===== config.mk =====
export PLATFORM = sky130hd
export DESIGN_NAME = bit_check_exec
export DESIGN_NICKNAME = d
export VERILOG_FILES = /design/src/design/bit_check_exec.v
export VERILOG_INCLUDE_DIRS = /design/src /design/src/design
export SDC_FILE = /design/constraint.sdc
export NUM_CORES = 1
export LEC_CHECK = 0
export ABC_AREA = 1
export BUFFER_PORTS_ARGS = -buffer_cell sky130_fd_sc_hd__buf_2
export CAP_MARGIN = 25
export CORE_MARGIN = 1.5
export CORE_UTILIZATION = 40
export DETAILED_ROUTE_END_ITERATION = 12
export HOLD_SLACK_MARGIN = 0.03
export RECOVER_POWER = 100
export SLEW_MARGIN = 20
export SYNTH_ARGS = -nofsm -noshare
export SYNTH_HDL_FRONTEND = slang
export SYNTH_SLANG_ARGS = --single-unit

===== constraint.sdc =====
create_clock -name CLK_IN -period 8.5 [get_ports CLK_IN]
set_input_delay 1.7 -clock CLK_IN [delete_from_list [all_inputs] [get_ports CLK_IN]]
set_output_delay 1.7 -clock CLK_IN [all_outputs]
set_load 0.1 [all_outputs]

===== src/design/bit_check_map.vh =====
/*
  Constants for the bit-test and bounds-check execution block: register
  offsets, reset values, opcode patterns, size codes and flag positions.
  Assumes inclusion by bare name from design files.
*/
`ifndef BIT_CHECK_MAP_VH
`define BIT_CHECK_MAP_VH

// register byte offsets
`define OFS_CTRL 8'h00
`define OFS_STATUS 8'h04
`define OFS_EXEC_COUNT 8'h08
`define OFS_TRAP_COUNT 8'h0C

// reset values and register bit positions
`define CTRL_RESET 32'h0000_0001
`define CTRL_ENABLE_BIT 0
`define STATUS_BUSY_BIT 0
`define STATUS_TRAP_BIT 1
`define STATUS_ILLEGAL_BIT 2
`define STATUS_CCR_LSB 4

// flag positions in the condition code byte
`define CCR_X 4
`define CCR_N 3
`define CCR_Z 2
`define CCR_V 1
`define CCR_C 0

// exception vector of a failed bounds check
`define CHECK_VECTOR 8'h06

// opcode patterns
`define BIT_STATIC_PAT 10'h020
`define BIT_DYN_HI 4'h0
`define BIT_DYN_LO 3'h4
`define SBC_HI 4'h4
`define PBC_HI 5'h00
`define PBC_LO 3'h0
`define PBC_EXT_LOW 12'h800

// effective address modes and special registers of mode 7
`define MODE_DREG 3'h0
`define MODE_AREG 3'h1
`define MODE_IND 3'h2
`define MODE_POST 3'h3
`define MODE_PRE 3'h4
`define MODE_DISP 3'h5
`define MODE_INDEX 3'h6
`define MODE_EXT 3'h7
`define EXT_PCREL_INDEX 3'h3
`define EXT_IMM 3'h4

// operation sizes
`define SIZE_BYTE 2'h0
`define SIZE_WORD 2'h1
`define SIZE_LONG 2'h2
`define SBC_SIZE_WORD 2'h3
`define SBC_SIZE_LONG 2'h2

`endif


===== src/design/bit_check_exec.v =====
/*
  Executes the bit test, the single-bound check and the paired-bound check.
  Takes an opcode and extension word, requests registers and memory
  operands from the fetch unit one at a time, returns new flags, a trap
  request with its vector, or an illegal-instruction pulse. APB slave
  for enable, status and counters. Assumes the fetch unit answers every
  operand request and that the caller holds no instruction while busy.
*/
`timescale 1ns/10ps
`include "bit_check_map.vh"
`default_nettype none

// Functional notes
// - register target: bit number modulo 32, any register bit selectable.
// - memory target: byte operation, bit number modulo 8.
// - bit number zero selects the least significant bit.
// - static form takes bit number from the extension word.
// - dynamic form reads bit number from data register in opcode.
// - zero flag set when tested bit is 0; other flags kept.
// - static form: opcode 15..6 is 0000100000, extension upper byte zero.
// - dynamic form: 15..12 zero, register in 11..9, 8..6 is 100.
// - long operation on data register, byte operation otherwise.
// - static form: data modes incl. pc-relative; no address-direct or immediate.
// - dynamic form additionally accepts immediate; rejects address-direct.
// - single-bound check treats operand as signed upper bound.
// - single-bound trap, vector 6, when register negative or above bound.
// - single-bound: N set if negative, cleared if above; X kept.
// - single-bound decode: 15..12 is 0100, size 11 word, 10 long.
// - paired-bound: fetch lower bound first, upper bound second.
// - byte/word on data register compares only its low part.
// - byte/word on address register sign-extends bounds, whole register.
// - paired-bound trap, vector 6, when outside; equal bounds allow one value.
// - paired-bound: Z when equal to a bound, C when out of range.
// - paired-bound sizes 00,01,10; extension holds register kind and number.
// - paired-bound accepts only control modes for bounds.
module bit_check_exec (
  // clock and reset
  input wire CLK_IN,
  input wire RST_IN,
  // apb slave
  input wire PSEL_IN,
  input wire PENABLE_IN,
  input wire PWRITE_IN,
  input wire [7:0] PADDR_IN,
  input wire [31:0] PWDATA_IN,
  output reg [31:0] PRDATA_OUT,
  output reg PREADY_OUT,
  output reg PSLVERR_OUT,
  // instruction in
  input wire INSTR_VALID_IN,
  input wire [15:0] OPCODE_IN,
  input wire [15:0] EXT_WORD_IN,
  input wire [4:0] CCR_IN,
  output reg INSTR_READY_OUT,
  // operand requests
  output reg OPR_REQ_OUT,
  output reg OPR_MEM_OUT,
  output reg [3:0] OPR_REG_OUT,
  output reg [1:0] OPR_SIZE_OUT,
  output reg OPR_SECOND_OUT,
  input wire OPR_ACK_IN,
  input wire [31:0] OPR_DATA_IN,
  // results
  output reg DONE_OUT,
  output reg [4:0] CCR_OUT,
  output reg TRAP_OUT,
  output reg [7:0] TRAP_VECTOR_OUT,
  output reg ILLEGAL_OUT
);

  localparam [5:0] S_IDLE = 6'b000001;
  localparam [5:0] S_RDA = 6'b000010;
  localparam [5:0] S_RDB = 6'b000100;
  localparam [5:0] S_FLO = 6'b001000;
  localparam [5:0] S_FHI = 6'b010000;
  localparam [5:0] S_EXEC = 6'b100000;

  reg [5:0] state_reg;
  reg [15:0] op_reg;
  reg [15:0] ext_reg;
  reg [4:0] ccr_reg;
  reg [31:0] val_a_reg;
  reg [31:0] opnd_reg;
  reg [31:0] hi_reg;
  reg [31:0] ctrl_reg;
  reg [31:0] exec_count_reg;
  reg [31:0] trap_count_reg;
  reg last_trap_reg;
  reg last_illegal_reg;

  // decode of the incoming word
  wire [2:0] in_mode = OPCODE_IN[5:3];
  wire [2:0] in_rg = OPCODE_IN[2:0];
  wire is_bit_static = (OPCODE_IN[15:6] == `BIT_STATIC_PAT) &&
    (EXT_WORD_IN[15:8] == 8'h00);
  wire is_bit_dyn = (OPCODE_IN[15:12] == `BIT_DYN_HI) &&
    (OPCODE_IN[8:6] == `BIT_DYN_LO);
  wire is_sbc = (OPCODE_IN[15:12] == `SBC_HI) && (OPCODE_IN[6] == 1'b0) &&
    ((OPCODE_IN[8:7] == `SBC_SIZE_WORD) || (OPCODE_IN[8:7] == `SBC_SIZE_LONG));
  wire is_pbc = (OPCODE_IN[15:11] == `PBC_HI) && (OPCODE_IN[8:6] == `PBC_LO) &&
    (OPCODE_IN[10:9] != 2'h3) && (EXT_WORD_IN[11:0] == `PBC_EXT_LOW);

  // data modes without immediate
  wire ext_data_ok = (in_rg <= `EXT_PCREL_INDEX);
  wire data_ok = (in_mode != `MODE_AREG) &&
    ((in_mode != `MODE_EXT) || ext_data_ok);
  wire dyn_ok = data_ok ||
    ((in_mode == `MODE_EXT) && (in_rg == `EXT_IMM));
  wire ctrl_ok = (in_mode == `MODE_IND) || (in_mode == `MODE_DISP) ||
    (in_mode == `MODE_INDEX) || ((in_mode == `MODE_EXT) && ext_data_ok);

  wire known = is_bit_static | is_bit_dyn | is_sbc | is_pbc;
  wire mode_ok = is_bit_dyn ? dyn_ok : (is_pbc ? ctrl_ok : data_ok);
  wire enabled = ctrl_reg[`CTRL_ENABLE_BIT];
  wire take = INSTR_VALID_IN & INSTR_READY_OUT;

  // decode of the held word
  wire h_bit_static = (op_reg[15:6] == `BIT_STATIC_PAT);
  wire h_bit_dyn = (op_reg[15:12] == `BIT_DYN_HI) && (op_reg[8:6] == `BIT_DYN_LO);
  wire h_sbc = (op_reg[15:12] == `SBC_HI);
  wire h_pbc = ~(h_bit_static | h_bit_dyn | h_sbc);
  wire h_dreg = (op_reg[5:3] == `MODE_DREG);
  wire [1:0] pbc_size = op_reg[10:9];
  wire sbc_word = (op_reg[8:7] == `SBC_SIZE_WORD);

  // bit test
  wire [7:0] bit_num = h_bit_static ? ext_reg[7:0] : val_a_reg[7:0];
  wire [4:0] bit_idx = h_dreg ? bit_num[4:0] : {2'b00, bit_num[2:0]};
  wire tested_bit = opnd_reg[bit_idx];

  // single-bound check, signed
  wire [31:0] sbc_val = sbc_word ? {{16{val_a_reg[15]}}, val_a_reg[15:0]} : val_a_reg;
  wire [31:0] sbc_bnd = sbc_word ? {{16{opnd_reg[15]}}, opnd_reg[15:0]} : opnd_reg;
  wire sbc_neg = sbc_val[31];
  wire sbc_above = $signed(sbc_val) > $signed(sbc_bnd);

  // paired-bound check
  wire pbc_areg = ext_reg[15];
  wire lo_le_hi_uns = zx(opnd_reg, pbc_size) <= zx(hi_reg, pbc_size);
  wire pbc_signed_ext = pbc_areg | ~lo_le_hi_uns;
  wire [31:0] pbc_lo = pbc_signed_ext ? sx(opnd_reg, pbc_size) : zx(opnd_reg, pbc_size);
  wire [31:0] pbc_hi = pbc_signed_ext ? sx(hi_reg, pbc_size) : zx(hi_reg, pbc_size);
  wire [31:0] pbc_val = pbc_areg ? val_a_reg :
    (pbc_signed_ext ? sx(val_a_reg, pbc_size) : zx(val_a_reg, pbc_size));
  wire pbc_uns = (pbc_lo <= pbc_hi);
  wire pbc_below = pbc_uns ? (pbc_val < pbc_lo) : ($signed(pbc_val) < $signed(pbc_lo));
  wire pbc_above = pbc_uns ? (pbc_val > pbc_hi) : ($signed(pbc_val) > $signed(pbc_hi));
  wire pbc_out = pbc_below | pbc_above;
  wire pbc_equal = (pbc_val == pbc_lo) | (pbc_val == pbc_hi);

  function [31:0] sx;
    input [31:0] v;
    input [1:0] sz;
    case (sz)
      `SIZE_BYTE: sx = {{24{v[7]}}, v[7:0]};
      `SIZE_WORD: sx = {{16{v[15]}}, v[15:0]};
      default: sx = v;
    endcase
  endfunction

  function [31:0] zx;
    input [31:0] v;
    input [1:0] sz;
    case (sz)
      `SIZE_BYTE: zx = {24'h00_0000, v[7:0]};
      `SIZE_WORD: zx = {16'h0000, v[15:0]};
      default: zx = v;
    endcase
  endfunction

  // result flags and trap of the held instruction
  reg [4:0] res_ccr;
  reg res_trap;
  always @* begin
    res_ccr = ccr_reg;
    res_trap = 1'b0;
    if (h_bit_static | h_bit_dyn) begin
      res_ccr[`CCR_Z] = ~tested_bit;
    end else if (h_sbc) begin
      res_trap = sbc_neg | sbc_above;
      if (sbc_neg) begin
        res_ccr[`CCR_N] = 1'b1;
      end else if (sbc_above) begin
        res_ccr[`CCR_N] = 1'b0;
      end
    end else begin
      res_trap = pbc_out;
      res_ccr[`CCR_Z] = pbc_equal;
      res_ccr[`CCR_C] = pbc_out;
    end
  end

  // operand sequencing
  always @(posedge CLK_IN or posedge RST_IN) begin
    if (RST_IN) begin
      state_reg <= S_IDLE;
      op_reg <= 16'h0000;
      ext_reg <= 16'h0000;
      ccr_reg <= 5'h00;
      val_a_reg <= 32'h0000_0000;
      opnd_reg <= 32'h0000_0000;
      hi_reg <= 32'h0000_0000;
      INSTR_READY_OUT <= 1'b0;
      OPR_REQ_OUT <= 1'b0;
      OPR_MEM_OUT <= 1'b0;
      OPR_REG_OUT <= 4'h0;
      OPR_SIZE_OUT <= 2'h0;
      OPR_SECOND_OUT <= 1'b0;
      DONE_OUT <= 1'b0;
      CCR_OUT <= 5'h00;
      TRAP_OUT <= 1'b0;
      TRAP_VECTOR_OUT <= 8'h00;
      ILLEGAL_OUT <= 1'b0;
      exec_count_reg <= 32'h0000_0000;
      trap_count_reg <= 32'h0000_0000;
      last_trap_reg <= 1'b0;
      last_illegal_reg <= 1'b0;
    end else begin
      DONE_OUT <= 1'b0;
      TRAP_OUT <= 1'b0;
      ILLEGAL_OUT <= 1'b0;
      case (state_reg)
        S_IDLE: begin
          INSTR_READY_OUT <= enabled;
          if (take) begin
            INSTR_READY_OUT <= 1'b0;
            op_reg <= OPCODE_IN;
            ext_reg <= EXT_WORD_IN;
            ccr_reg <= CCR_IN;
            if (!known || !mode_ok) begin
              ILLEGAL_OUT <= 1'b1;
              last_illegal_reg <= 1'b1;
              INSTR_READY_OUT <= enabled;
            end else if (is_bit_static) begin
              OPR_REQ_OUT <= 1'b1;
              OPR_SECOND_OUT <= 1'b0;
              OPR_REG_OUT <= {1'b0, in_rg};
              if (in_mode == `MODE_DREG) begin
                OPR_MEM_OUT <= 1'b0;
                OPR_SIZE_OUT <= `SIZE_LONG;
                state_reg <= S_RDB;
              end else begin
                OPR_MEM_OUT <= 1'b1;
                OPR_SIZE_OUT <= `SIZE_BYTE;
                state_reg <= S_FLO;
              end
            end else begin
              OPR_REQ_OUT <= 1'b1;
              OPR_MEM_OUT <= 1'b0;
              OPR_SECOND_OUT <= 1'b0;
              OPR_SIZE_OUT <= `SIZE_LONG;
              OPR_REG_OUT <= is_pbc ? EXT_WORD_IN[15:12] :
                {1'b0, OPCODE_IN[11:9]};
              state_reg <= S_RDA;
            end
          end
        end
        S_RDA: begin
          if (OPR_ACK_IN) begin
            val_a_reg <= OPR_DATA_IN;
            OPR_SECOND_OUT <= 1'b0;
            OPR_REG_OUT <= {1'b0, op_reg[2:0]};
            if (h_pbc) begin
              OPR_MEM_OUT <= 1'b1;
              OPR_SIZE_OUT <= pbc_size;
              state_reg <= S_FLO;
            end else if (h_dreg) begin
              OPR_MEM_OUT <= 1'b0;
              OPR_SIZE_OUT <= `SIZE_LONG;
              state_reg <= S_RDB;
            end else begin
              OPR_MEM_OUT <= 1'b1;
              if (h_sbc) begin
                OPR_SIZE_OUT <= sbc_word ? `SIZE_WORD : `SIZE_LONG;
              end else begin
                OPR_SIZE_OUT <= `SIZE_BYTE;
              end
              state_reg <= S_FLO;
            end
          end
        end
        S_RDB: begin
          if (OPR_ACK_IN) begin
            opnd_reg <= OPR_DATA_IN;
            OPR_REQ_OUT <= 1'b0;
            state_reg <= S_EXEC;
          end
        end
        S_FLO: begin
          if (OPR_ACK_IN) begin
            opnd_reg <= OPR_DATA_IN;
            if (h_pbc) begin
              OPR_SECOND_OUT <= 1'b1;
              state_reg <= S_FHI;
            end else begin
              OPR_REQ_OUT <= 1'b0;
              state_reg <= S_EXEC;
            end
          end
        end
        S_FHI: begin
          if (OPR_ACK_IN) begin
            hi_reg <= OPR_DATA_IN;
            OPR_REQ_OUT <= 1'b0;
            OPR_SECOND_OUT <= 1'b0;
            state_reg <= S_EXEC;
          end
        end
        S_EXEC: begin
          DONE_OUT <= 1'b1;
          CCR_OUT <= res_ccr;
          TRAP_OUT <= res_trap;
          TRAP_VECTOR_OUT <= res_trap ? `CHECK_VECTOR : 8'h00;
          last_trap_reg <= res_trap;
          last_illegal_reg <= 1'b0;
          exec_count_reg <= exec_count_reg + 32'h0000_0001;
          if (res_trap) begin
            trap_count_reg <= trap_count_reg + 32'h0000_0001;
          end
          INSTR_READY_OUT <= enabled;
          state_reg <= S_IDLE;
        end
        default: begin
          OPR_REQ_OUT <= 1'b0;
          INSTR_READY_OUT <= 1'b0;
          state_reg <= S_IDLE;
        end
      endcase
    end
  end

  // apb slave, one wait state
  wire apb_access = PSEL_IN & PENABLE_IN & ~PREADY_OUT;
  wire addr_ok = (PADDR_IN == `OFS_CTRL) || (PADDR_IN == `OFS_STATUS) ||
    (PADDR_IN == `OFS_EXEC_COUNT) || (PADDR_IN == `OFS_TRAP_COUNT);
  reg [31:0] rd_mux;
  always @* begin
    case (PADDR_IN)
      `OFS_CTRL: rd_mux = ctrl_reg;
      `OFS_STATUS: rd_mux = {23'h00_0000, CCR_OUT, 1'b0, last_illegal_reg,
        last_trap_reg, ~state_reg[0]};
      `OFS_EXEC_COUNT: rd_mux = exec_count_reg;
      `OFS_TRAP_COUNT: rd_mux = trap_count_reg;
      default: rd_mux = 32'h0000_0000;
    endcase
  end

  always @(posedge CLK_IN or posedge RST_IN) begin
    if (RST_IN) begin
      ctrl_reg <= `CTRL_RESET;
      PREADY_OUT <= 1'b0;
      PSLVERR_OUT <= 1'b0;
      PRDATA_OUT <= 32'h0000_0000;
    end else begin
      PREADY_OUT <= apb_access;
      PSLVERR_OUT <= apb_access & ~addr_ok;
      if (apb_access) begin
        PRDATA_OUT <= PWRITE_IN ? 32'h0000_0000 : rd_mux;
      end
      if (apb_access && PWRITE_IN && (PADDR_IN == `OFS_CTRL)) begin
        ctrl_reg <= {31'h0000_0000, PWDATA_IN[`CTRL_ENABLE_BIT]};
      end
    end
  end

endmodule
`default_nettype wire


==> results.toml, run 1 <==
[status]
outcome = "finished with violations"
violations = "capacitance limit, slew limit"

[flow_run]
cap_viol_max_count = 6

[global_route]
grt_pass1_vias = 14100
grt_max_degree = 192
grt_pass1_wl_um = 73900
grt_usage_pct = 21.9
overflow = 0
antenna_found_initial = 0

[synth]
synth_cell_types = 59
synth_edf_count = 0
yosysTopAreaCell = "dfrtp_1"
syn_area_um2 = 16100
synthCells = 2088
synthArstFlopShare_pct = 100
ys.flop_type = "dfrtp_1"
postSynthRegisterBits = 248
synthTopCellsByCount = "nand2_1 (471), inv_1 (283), dfrtp_1 (246)"
syn_avg_cell_area_um2 = 7.73
synth_top_cell_area_share_pct = 38.2
synthTopCellsByArea = "dfrtp_1 (38%), ha_1 (11%), nand2_1 (11%)"
yosysWarnings = 0
yosysSeqAreaShare_pct = 38.5
synth_most_common_cell = "nand2_1"

[final_layout]
fin_nets = 2462
fin_util_pct = 45.7
final_cell_area_um2 = 18100
num-fill-cells = 4078
n_antenna_cell = 0
seqCellArea_um2 = 6210
multi_input_area_um2 = 8430
area_growth_syn_to_layout_pct = 12.5
drive_gt1_share_pct = 7.87
finalNonFillerCells = 2749

[clock_network]
clock_sinks = 248
cts_hold_buf = 0
post_cts_buffers = 0
cts_tree = "built"
h-tree-depth = 1
cts_made_buffers = 28
clk_latency_ns = 0.57
clockBufferDepth = 3
clk_pin_slew_ns = 0.06
cts_root_buf = "clkbuf_16"
cts_resized = 0

[sta]
finalSetupViolations = 0
fin_setup_tns_ns = 0
fin_crit_ns = 7.28
slew_viol_final = 336
fmax_mhz = 137
relSlewSlack_pct = -191
holdWs_ns = 0.461
post-route-period-util_pct = 85.7
tightest_slew_ns = 4.37
clock_skew_ns = 0.0198
hold_viol = 0
rsz0062_at_grt = "no"
setup_slack_ns = 1.22

[pwr]
p_per_area_nw_per_um2 = 270
max-vdd-ir-drop_uv = 399
p_leak_nw = 9.30
power_mw = 4.91

[routing]
wire_per_inst_um = 16.2
num_vias = 14379
drt_iter0_drc = 961
drcViolationCount = 0
drt-total-wl_um = 44600
via_per_inst = 5.23
first_pass_iters = 5
ant_nets = 0

[floorplan]
dieArea_um2 = 41500
die_x_um = 204
design.core.area_um2 = 39700
chipHeight_um = 204
ioPinCount = 176
start_util_pct = 40.6
fp-row-count = 73

[worst_setup_path]
cp_slowest_cell = "nor2_1"
worstPathMaxFanout = 37
cp-start-kind = "register"
required_ns = 8.93
r2r_cells = 29
r2r-start = "op_reg[10]"
criticalPathCategory = "reg -> reg"
cp.arrival_ns = 7.71
rrSetupSlack_ns = 1.22
r2r_end = "TRAP_VECTOR_OUT[1]"
slowest_delay_ns = 0.88
end_kind = "register"
crit_top_cell = "nand2_1"

[placement]
port_buffers = 138
dp_slack_ns = 1.63
place_congestion = 0.897
dp.cells = 2696
post_dp_cell_area_um2 = 17300
dp_hpwl_um = 33400

[worst_hold_path]
min_from = "PREADY_OUT"
hold_path_depth = 1
min_path_type = "reg -> reg"
whs_endpoint = "PREADY_OUT"
critical path, delay by kind of cell (launching register included):
family | cells | cell delay (ns)
compound gates | 3 | 0.31
buf+inv | 2 | 0.62
fa+ha+maj | 2 | 0.73
xor+xnor | 1 | 0.40
simple gates | 21 | 4.41
flops | 1 | 0.64
cell families after synthesis:
family          Yosys count  share of synthesized area, %
simple gates            819                          22.1
mux                      15                         0.993
other cells               1                        0.0232
xor+xnor                 59                          3.20
compound gates          432                          15.1
flops                   248                          38.5
fa+ha+maj               143                          11.1
buf+inv                 371                          9.03
per-layer routing:
metal	part of all wire (%)	vias up	wire, um	GRT usage [%]
li1	-	7162	-	-
met1	47	6838	20900	30.2
met2	46	319	20700	36.1
met3	4.0	60	1770	2.49
met4	2.8	0	1250	6.43
met5	0	-	0	0
layout by cell type (no fill, tap or decap), types with 4 or more instances in the layout:
master     Yosys  routed
o21ai_1       12      11
dfrtp_1      246     245
o221ai_1       5       5
bufinv_16      0       4
a31oi_1        6       6
buf_2          6      82
clkbuf_1      58      70
xor2_1        58      58
nand2_2        4       6
clkbuf_8       0       5
o21a_1         6       6
clkinv_2       0       6
nand3_2        4       4
mux2_2         8       8
nand3_1       95      96
ha_1         143     143
o22ai_1       25      25
inv_1        283     284
buf_4          9       9
a211oi_1       7       7
nand4_1       27      27
nor3_1        34      36
a21oi_1      105     105
mux2i_1        7       7
inv_2          8       6
o21ai_0      213     214
conb_1         1       6
o211ai_1      13      13
nand2_1      471     469
a22o_1        24      24
clkbuf_16      0      28
nor2_1       135     136
nor4_1        25      28
o2111ai_1      5       5
final cells by class:
class / instances / area share (%)
Multi-Input combinational cell: 1474 / 46.5
Sequential cell: 248 / 34.2
Inverter: 294 / 6.09
Clock buffer: 39 / 4.36
Timing Repair Buffer: 157 / 4.26
Tap cell: 525 / 3.62
Clock inverter: 12 / 0.958
power by group:
group          internal (mW)  switching [mW]
registers               1.31           0.118
logic                  0.656            1.56
clock network          0.769           0.496
total                   2.73            2.17
worst max path at each step:
stage	startpoint	to	slack, ns	cells after the start
2_1_floorplan	op_reg[10]	TRAP_VECTOR_OUT[1]	3.28	33
3_5_place_dp	op_reg[10]	TRAP_VECTOR_OUT[1]	1.63	29
4_1_cts	op_reg[10]	TRAP_VECTOR_OUT[1]	1.59	29
5_1_grt	op_reg[10]	trap_count_reg[10]	0.49	33
6_report	op_reg[10]	TRAP_VECTOR_OUT[1]	1.22	29
3_3_place_gp	op_reg[10]	TRAP_VECTOR_OUT[1]	1.76	29
Note: power is estimated with default switching activity, not from simulation.
==> run 2, diff against run 1 <==
==> constraint.sdc (replaced) <==
create_clock -name CLK_IN -period 8.5 [get_ports CLK_IN]
set_input_delay 0.85 -clock CLK_IN [delete_from_list [all_inputs] [get_ports CLK_IN]]
set_output_delay 0.85 -clock CLK_IN [all_outputs]
set_load 0.1 [all_outputs]
==> run 2 against run 1 <==
Effect of this change:
- the flow still finishes with violations (capacitance limit, slew limit)
- clock skew down 0.0071 ns
- routed wire length down 0.21%
- maximum frequency down 2.2%
- total power rose by 0.80%
- final area is essentially flat
==> results.toml, run 2 (synthesis results as in run 1) <==
[floorplan]
start_util_pct = 40.6
fp-row-count = 73
dieArea_um2 = 41500
die_x_um = 204
chipHeight_um = 204
ioPinCount = 176
design.core.area_um2 = 39700

[pwr]
max-vdd-ir-drop_uv = 409
power_mw = 4.95
p_per_area_nw_per_um2 = 272
p_leak_nw = 9.31

[worst_setup_path]
criticalPathCategory = "reg -> reg"
r2r_cells = 29
crit_end = "TRAP_VECTOR_OUT[1]"
r2r_end = "TRAP_VECTOR_OUT[1]"
cp.arrival_ns = 7.86
cp_slowest_cell = "dfrtp_1"
slowest_delay_ns = 0.70
required_ns = 8.92
cp-startpoint = "op_reg[10]"
r2r-start = "op_reg[10]"
cp-start-kind = "register"
rrSetupSlack_ns = 1.06
crit_top_cell = "nand2_1"
worstPathMaxFanout = 34
end_kind = "register"

[final_layout]
drive_gt1_share_pct = 7.82
num-fill-cells = 4099
finalNonFillerCells = 2750
seqCellArea_um2 = 6210
final_cell_mix = "nand2_1 (470), inv_1 (284), dfrtp_1 (246)"
multi_input_area_um2 = 8430
layout_commonest_cell = "nand2_1"
fin_nets = 2462
n_antenna_cell = 0
area_growth_syn_to_layout_pct = 12.5

[sta]
slew_viol_final = 330
finalSetupViolations = 0
post-route-period-util_pct = 87.6
hold_viol = 0
fmax_mhz = 134
clock_skew_ns = 0.0126
relSlewSlack_pct = -184
rsz0062_at_grt = "no"
holdWs_ns = 0.474
fin_crit_ns = 7.44
tightest_slew_ns = 4.24
fin_setup_tns_ns = 0

[clock_network]
cts_made_buffers = 28
cts_hold_buf = 0
cts_tree = "built"
clk_latency_ns = 0.56
clock_sinks = 248
post_cts_buffers = 0
clockBufferDepth = 3
cts_resized = 0
cts_root_buf = "clkbuf_16"
clk_pin_slew_ns = 0.06
h-tree-depth = 1

[global_route]
grt_max_degree = 154
grt_usage_pct = 21.7
grt_pass1_vias = 14123
grt_pass1_wl_um = 73100
overflow = 0
antenna_found_initial = 0

[placement]
dp.cells = 2696
place_congestion = 0.882
dp_hpwl_um = 33300
port_buffers = 138

[status]
violations = "capacitance limit, slew limit"
outcome = "finished with violations"

[routing]
wire_per_inst_um = 16.2
ant_nets = 0
first_pass_iters = 5
drcViolationCount = 0
via_per_inst = 5.18
drt_iter0_drc = 1025
drt-total-wl_um = 44500
num_vias = 14244

[flow_run]
cap_viol_max_count = 5

[worst_hold_path]
min_path_type = "reg -> reg"
run 2: where the power goes:
| group | switching [mW] | internal, mW |
|---|---|---|
| Combinational | 1.56 | 0.656 |
| Sequential | 0.111 | 1.31 |
| Clock | 0.501 | 0.806 |
| Total | 2.18 | 2.77 |
run 2: worst max-delay path: cells and delay by family, from the launching register on:
kind	cells	cell delay, ns
AND/OR/NAND/NOR	21	4.06
buffers and inverters	2	1.02
adder cells (fa/ha/maj)	2	0.71
flip-flops	1	0.70
XOR/XNOR	1	0.44
AO/OA/AOI/OAI	3	0.38
run 2: worst min-delay path by stage:
stage | startpoint | end | slack [ns] | cells after the start
after floorplan | ccr_reg[4] | CCR_OUT[4] | 0.44 | 2
after global placement | PREADY_OUT | PREADY_OUT | 0.45 | 1
after detailed placement | op_reg[2] | op_reg[2] | 0.46 | 2
after CTS | RST_IN | TRAP_OUT | 0.42 | 2
after global routing | ccr_reg[4] | CCR_OUT[4] | 0.48 | 2
final | exec_count_reg[22] | exec_count_reg[22] | 0.47 | 1
run 2: stage by stage:
step / utilization [%] / area (um^2) / worst slack, ns
global placement: 43.6 / 17300 / 1.70
global route: 45.7 / 18200 / 0.374
finish: 45.7 / 18200 / 1.06
floorplan: - / 16200 / 0.838
CTS: 46.1 / 18300 / 1.45
detailed placement: 43.6 / 17300 / 1.48
run 2: area by class of cell:
| type | count | area share [%] |
|---|---|---|
| multi-input cells | 1474 | 46.4 |
| flip-flops and latches | 248 | 34.2 |
| inverters | 294 | 6.09 |
| clock buffers | 41 | 4.63 |
| repair buffers | 157 | 4.14 |
| well taps | 525 | 3.62 |
| clock inverters | 11 | 0.896 |
run 2: per-layer routing:
layer / global-route usage [%] / share of wire, %
met5: 0 / 0
met4: 6.08 / 2.8
met3: 2.52 / 3.8
met1: 29.6 / 47
met2: 36.3 / 47
==> run 3, diff against run 2 <==
- BUFFER_PORTS_ARGS: -buffer_cell sky130_fd_sc_hd__buf_2 -> -buffer_cell sky130_fd_sc_hd__buf_4
==> run 3 against run 2 <==
Effect of this change:
- the run still ends with capacitance limit, slew limit left
- clock power down 8%
- routed wire length increased by 1.3%
- maximum frequency rose by 0.41%
- register-to-register slack improved by 0.03 ns
- clock skew grew 0.0071 ns
- combinational power about the same
- first-iteration DRC count decreased by 13%
- critical path depth rose by 1
- highest routed layer unchanged
==> results.toml, run 3 (synthesis results as in run 1) <==
[pwr]
intPower_mw = 2.68
switching_share_pct = 44.9
p_switching_mw = 2.19
p_seq_share_pct = 29.1
pwr-share-comb_pct = 46.2
max-vdd-ir-drop_uv = 321
p_per_area_nw_per_um2 = 266
pwr-share-clk_pct = 24.7
p_leak_nw = 9.34

[sta]
fin_crit_ns = 7.41
hold_viol = 0
finalSetupViolations = 0
tightest_slew_ns = 4.46
relSlewSlack_pct = -197
clock_skew_ns = 0.0197
slew_viol_final = 333
rsz0062_at_grt = "no"
holdWs_ns = 0.473
fin_setup_tns_ns = 0
post-route-period-util_pct = 87.2
fmax_mhz = 135

[routing]
num_vias = 14316
drcViolationCount = 0
first_pass_iters = 7
ant_nets = 0
wire_per_inst_um = 16.4
drt_iter0_drc = 893
via_per_inst = 5.20
drt-total-wl_um = 45100

[final_layout]
drive_gt1_share_pct = 7.63
fin_nets = 2466
area_growth_syn_to_layout_pct = 13.3
n_antenna_cell = 0
final_cell_area_um2 = 18300
layout_commonest_cell = "nand2_1"
seqCellArea_um2 = 6210
multi_input_area_um2 = 8430
final_cell_mix = "nand2_1 (469), inv_1 (284), dfrtp_1 (246)"
num-fill-cells = 4075

[clock_network]
clockBufferDepth = 3
clk_pin_slew_ns = 0.06
cts_resized = 0
clk_latency_ns = 0.57
post_cts_buffers = 0
h-tree-depth = 1
cts_hold_buf = 0
cts_root_buf = "clkbuf_16"
clock_sinks = 248
cts_made_buffers = 29
cts_tree = "built"

[worst_setup_path]
end_kind = "register"
required_ns = 9.01
r2r_cells = 30
r2r-start = "op_reg[10]"
r2r_end = "trap_count_reg[1]"
rrSetupSlack_ns = 1.09
criticalPathCategory = "reg -> reg"
cp-start-kind = "register"
crit_top_cell = "nand2_1"
worstPathMaxFanout = 36
cp_slowest_cell = "dfrtp_1"
cp.arrival_ns = 7.92
slowest_delay_ns = 1.09

[flow_run]
cap_viol_max_count = 6

[worst_hold_path]
min_from = "ccr_reg[4]"
whs_endpoint = "CCR_OUT[4]"
hold_path_depth = 2
min_path_type = "reg -> reg"

[status]
violations = "capacitance limit, slew limit"
outcome = "finished with violations"

[floorplan]
die_x_um = 204
dieArea_um2 = 41500
chipHeight_um = 204
ioPinCount = 176
design.core.area_um2 = 39700
fp-row-count = 73
start_util_pct = 40.6

[global_route]
grt_pass1_wl_um = 73500
grt_max_degree = 136
grt_usage_pct = 22.0
overflow = 0
antenna_found_initial = 0
grt_pass1_vias = 14101

[placement]
port_buffers = 138
post_dp_cell_area_um2 = 17700
dp_hpwl_um = 33500
place_congestion = 0.889
run 3: cell type report:
class | count | share of cell area, %
Clock buffer | 44 | 4.39
Timing Repair Buffer | 160 | 5.37
Tap cell | 525 | 3.59
Sequential cell | 248 | 34.0
Inverter | 294 | 6.04
Clock inverter | 8 | 0.527
Multi-Input combinational cell | 1474 | 46.1
run 3: worst max path at each step:
stage | from | end | slack (ns) | cells past startpoint
after CTS | op_reg[10] | trap_count_reg[1] | 1.46 | 30
after global routing | op_reg[10] | trap_count_reg[1] | 0.40 | 30
after floorplan | RST_IN | CCR_OUT[0] | 0.84 | 1
final | op_reg[10] | trap_count_reg[1] | 1.09 | 30
after detailed placement | op_reg[10] | TRAP_VECTOR_OUT[1] | 1.50 | 29
after global placement | op_reg[10] | TRAP_VECTOR_OUT[1] | 1.63 | 29
run 3: power groups by stage:
stage          clock network [mW]  registers (mW)  logic [mW]
2_1_floorplan                   0            1.51        1.52
3_3_place_gp                    0            1.44        2.23
3_5_place_dp                    0            1.44        2.26
4_1_cts                      1.24            1.42        2.28
5_1_grt                      1.28            1.44        2.51
6_report                     1.20            1.42        2.25
run 3: per-stage QoR:
stage,utilization [%],instances,worst slack [ns],power [mW]
4_1_cts,46.7,2750,1.46,4.93
3_5_place_dp,44.5,2698,1.50,3.70
2_1_floorplan,-,2093,0.838,3.03
5_1_grt,46.0,2753,0.399,5.23
3_3_place_gp,44.5,2698,1.63,3.67
6_report,46.0,2753,1.09,4.87
run 3: layer usage:
metal | vias up | GRT usage (%) | part of all wire [%] | wire length (um)
li1 | 7195 | - | - | -
met1 | 6733 | 30.2 | 47 | 21100
met2 | 313 | 36.1 | 46 | 20700
met3 | 75 | 2.71 | 4.3 | 1940
met4 | 0 | 6.80 | 3.0 | 1360
met5 | - | 0 | 0 | 0
run 3: critical path, delay by kind of cell (launching register included):
family / cells / cell delay (ns)
and+or+nand+nor: 21 / 4.09
DFF: 1 / 1.09
buffers and inverters: 4 / 1.00
adders and majority gates: 2 / 0.58
xor gates and xnor gates: 1 / 0.38
AOI/OAI and AO/OA: 2 / 0.22
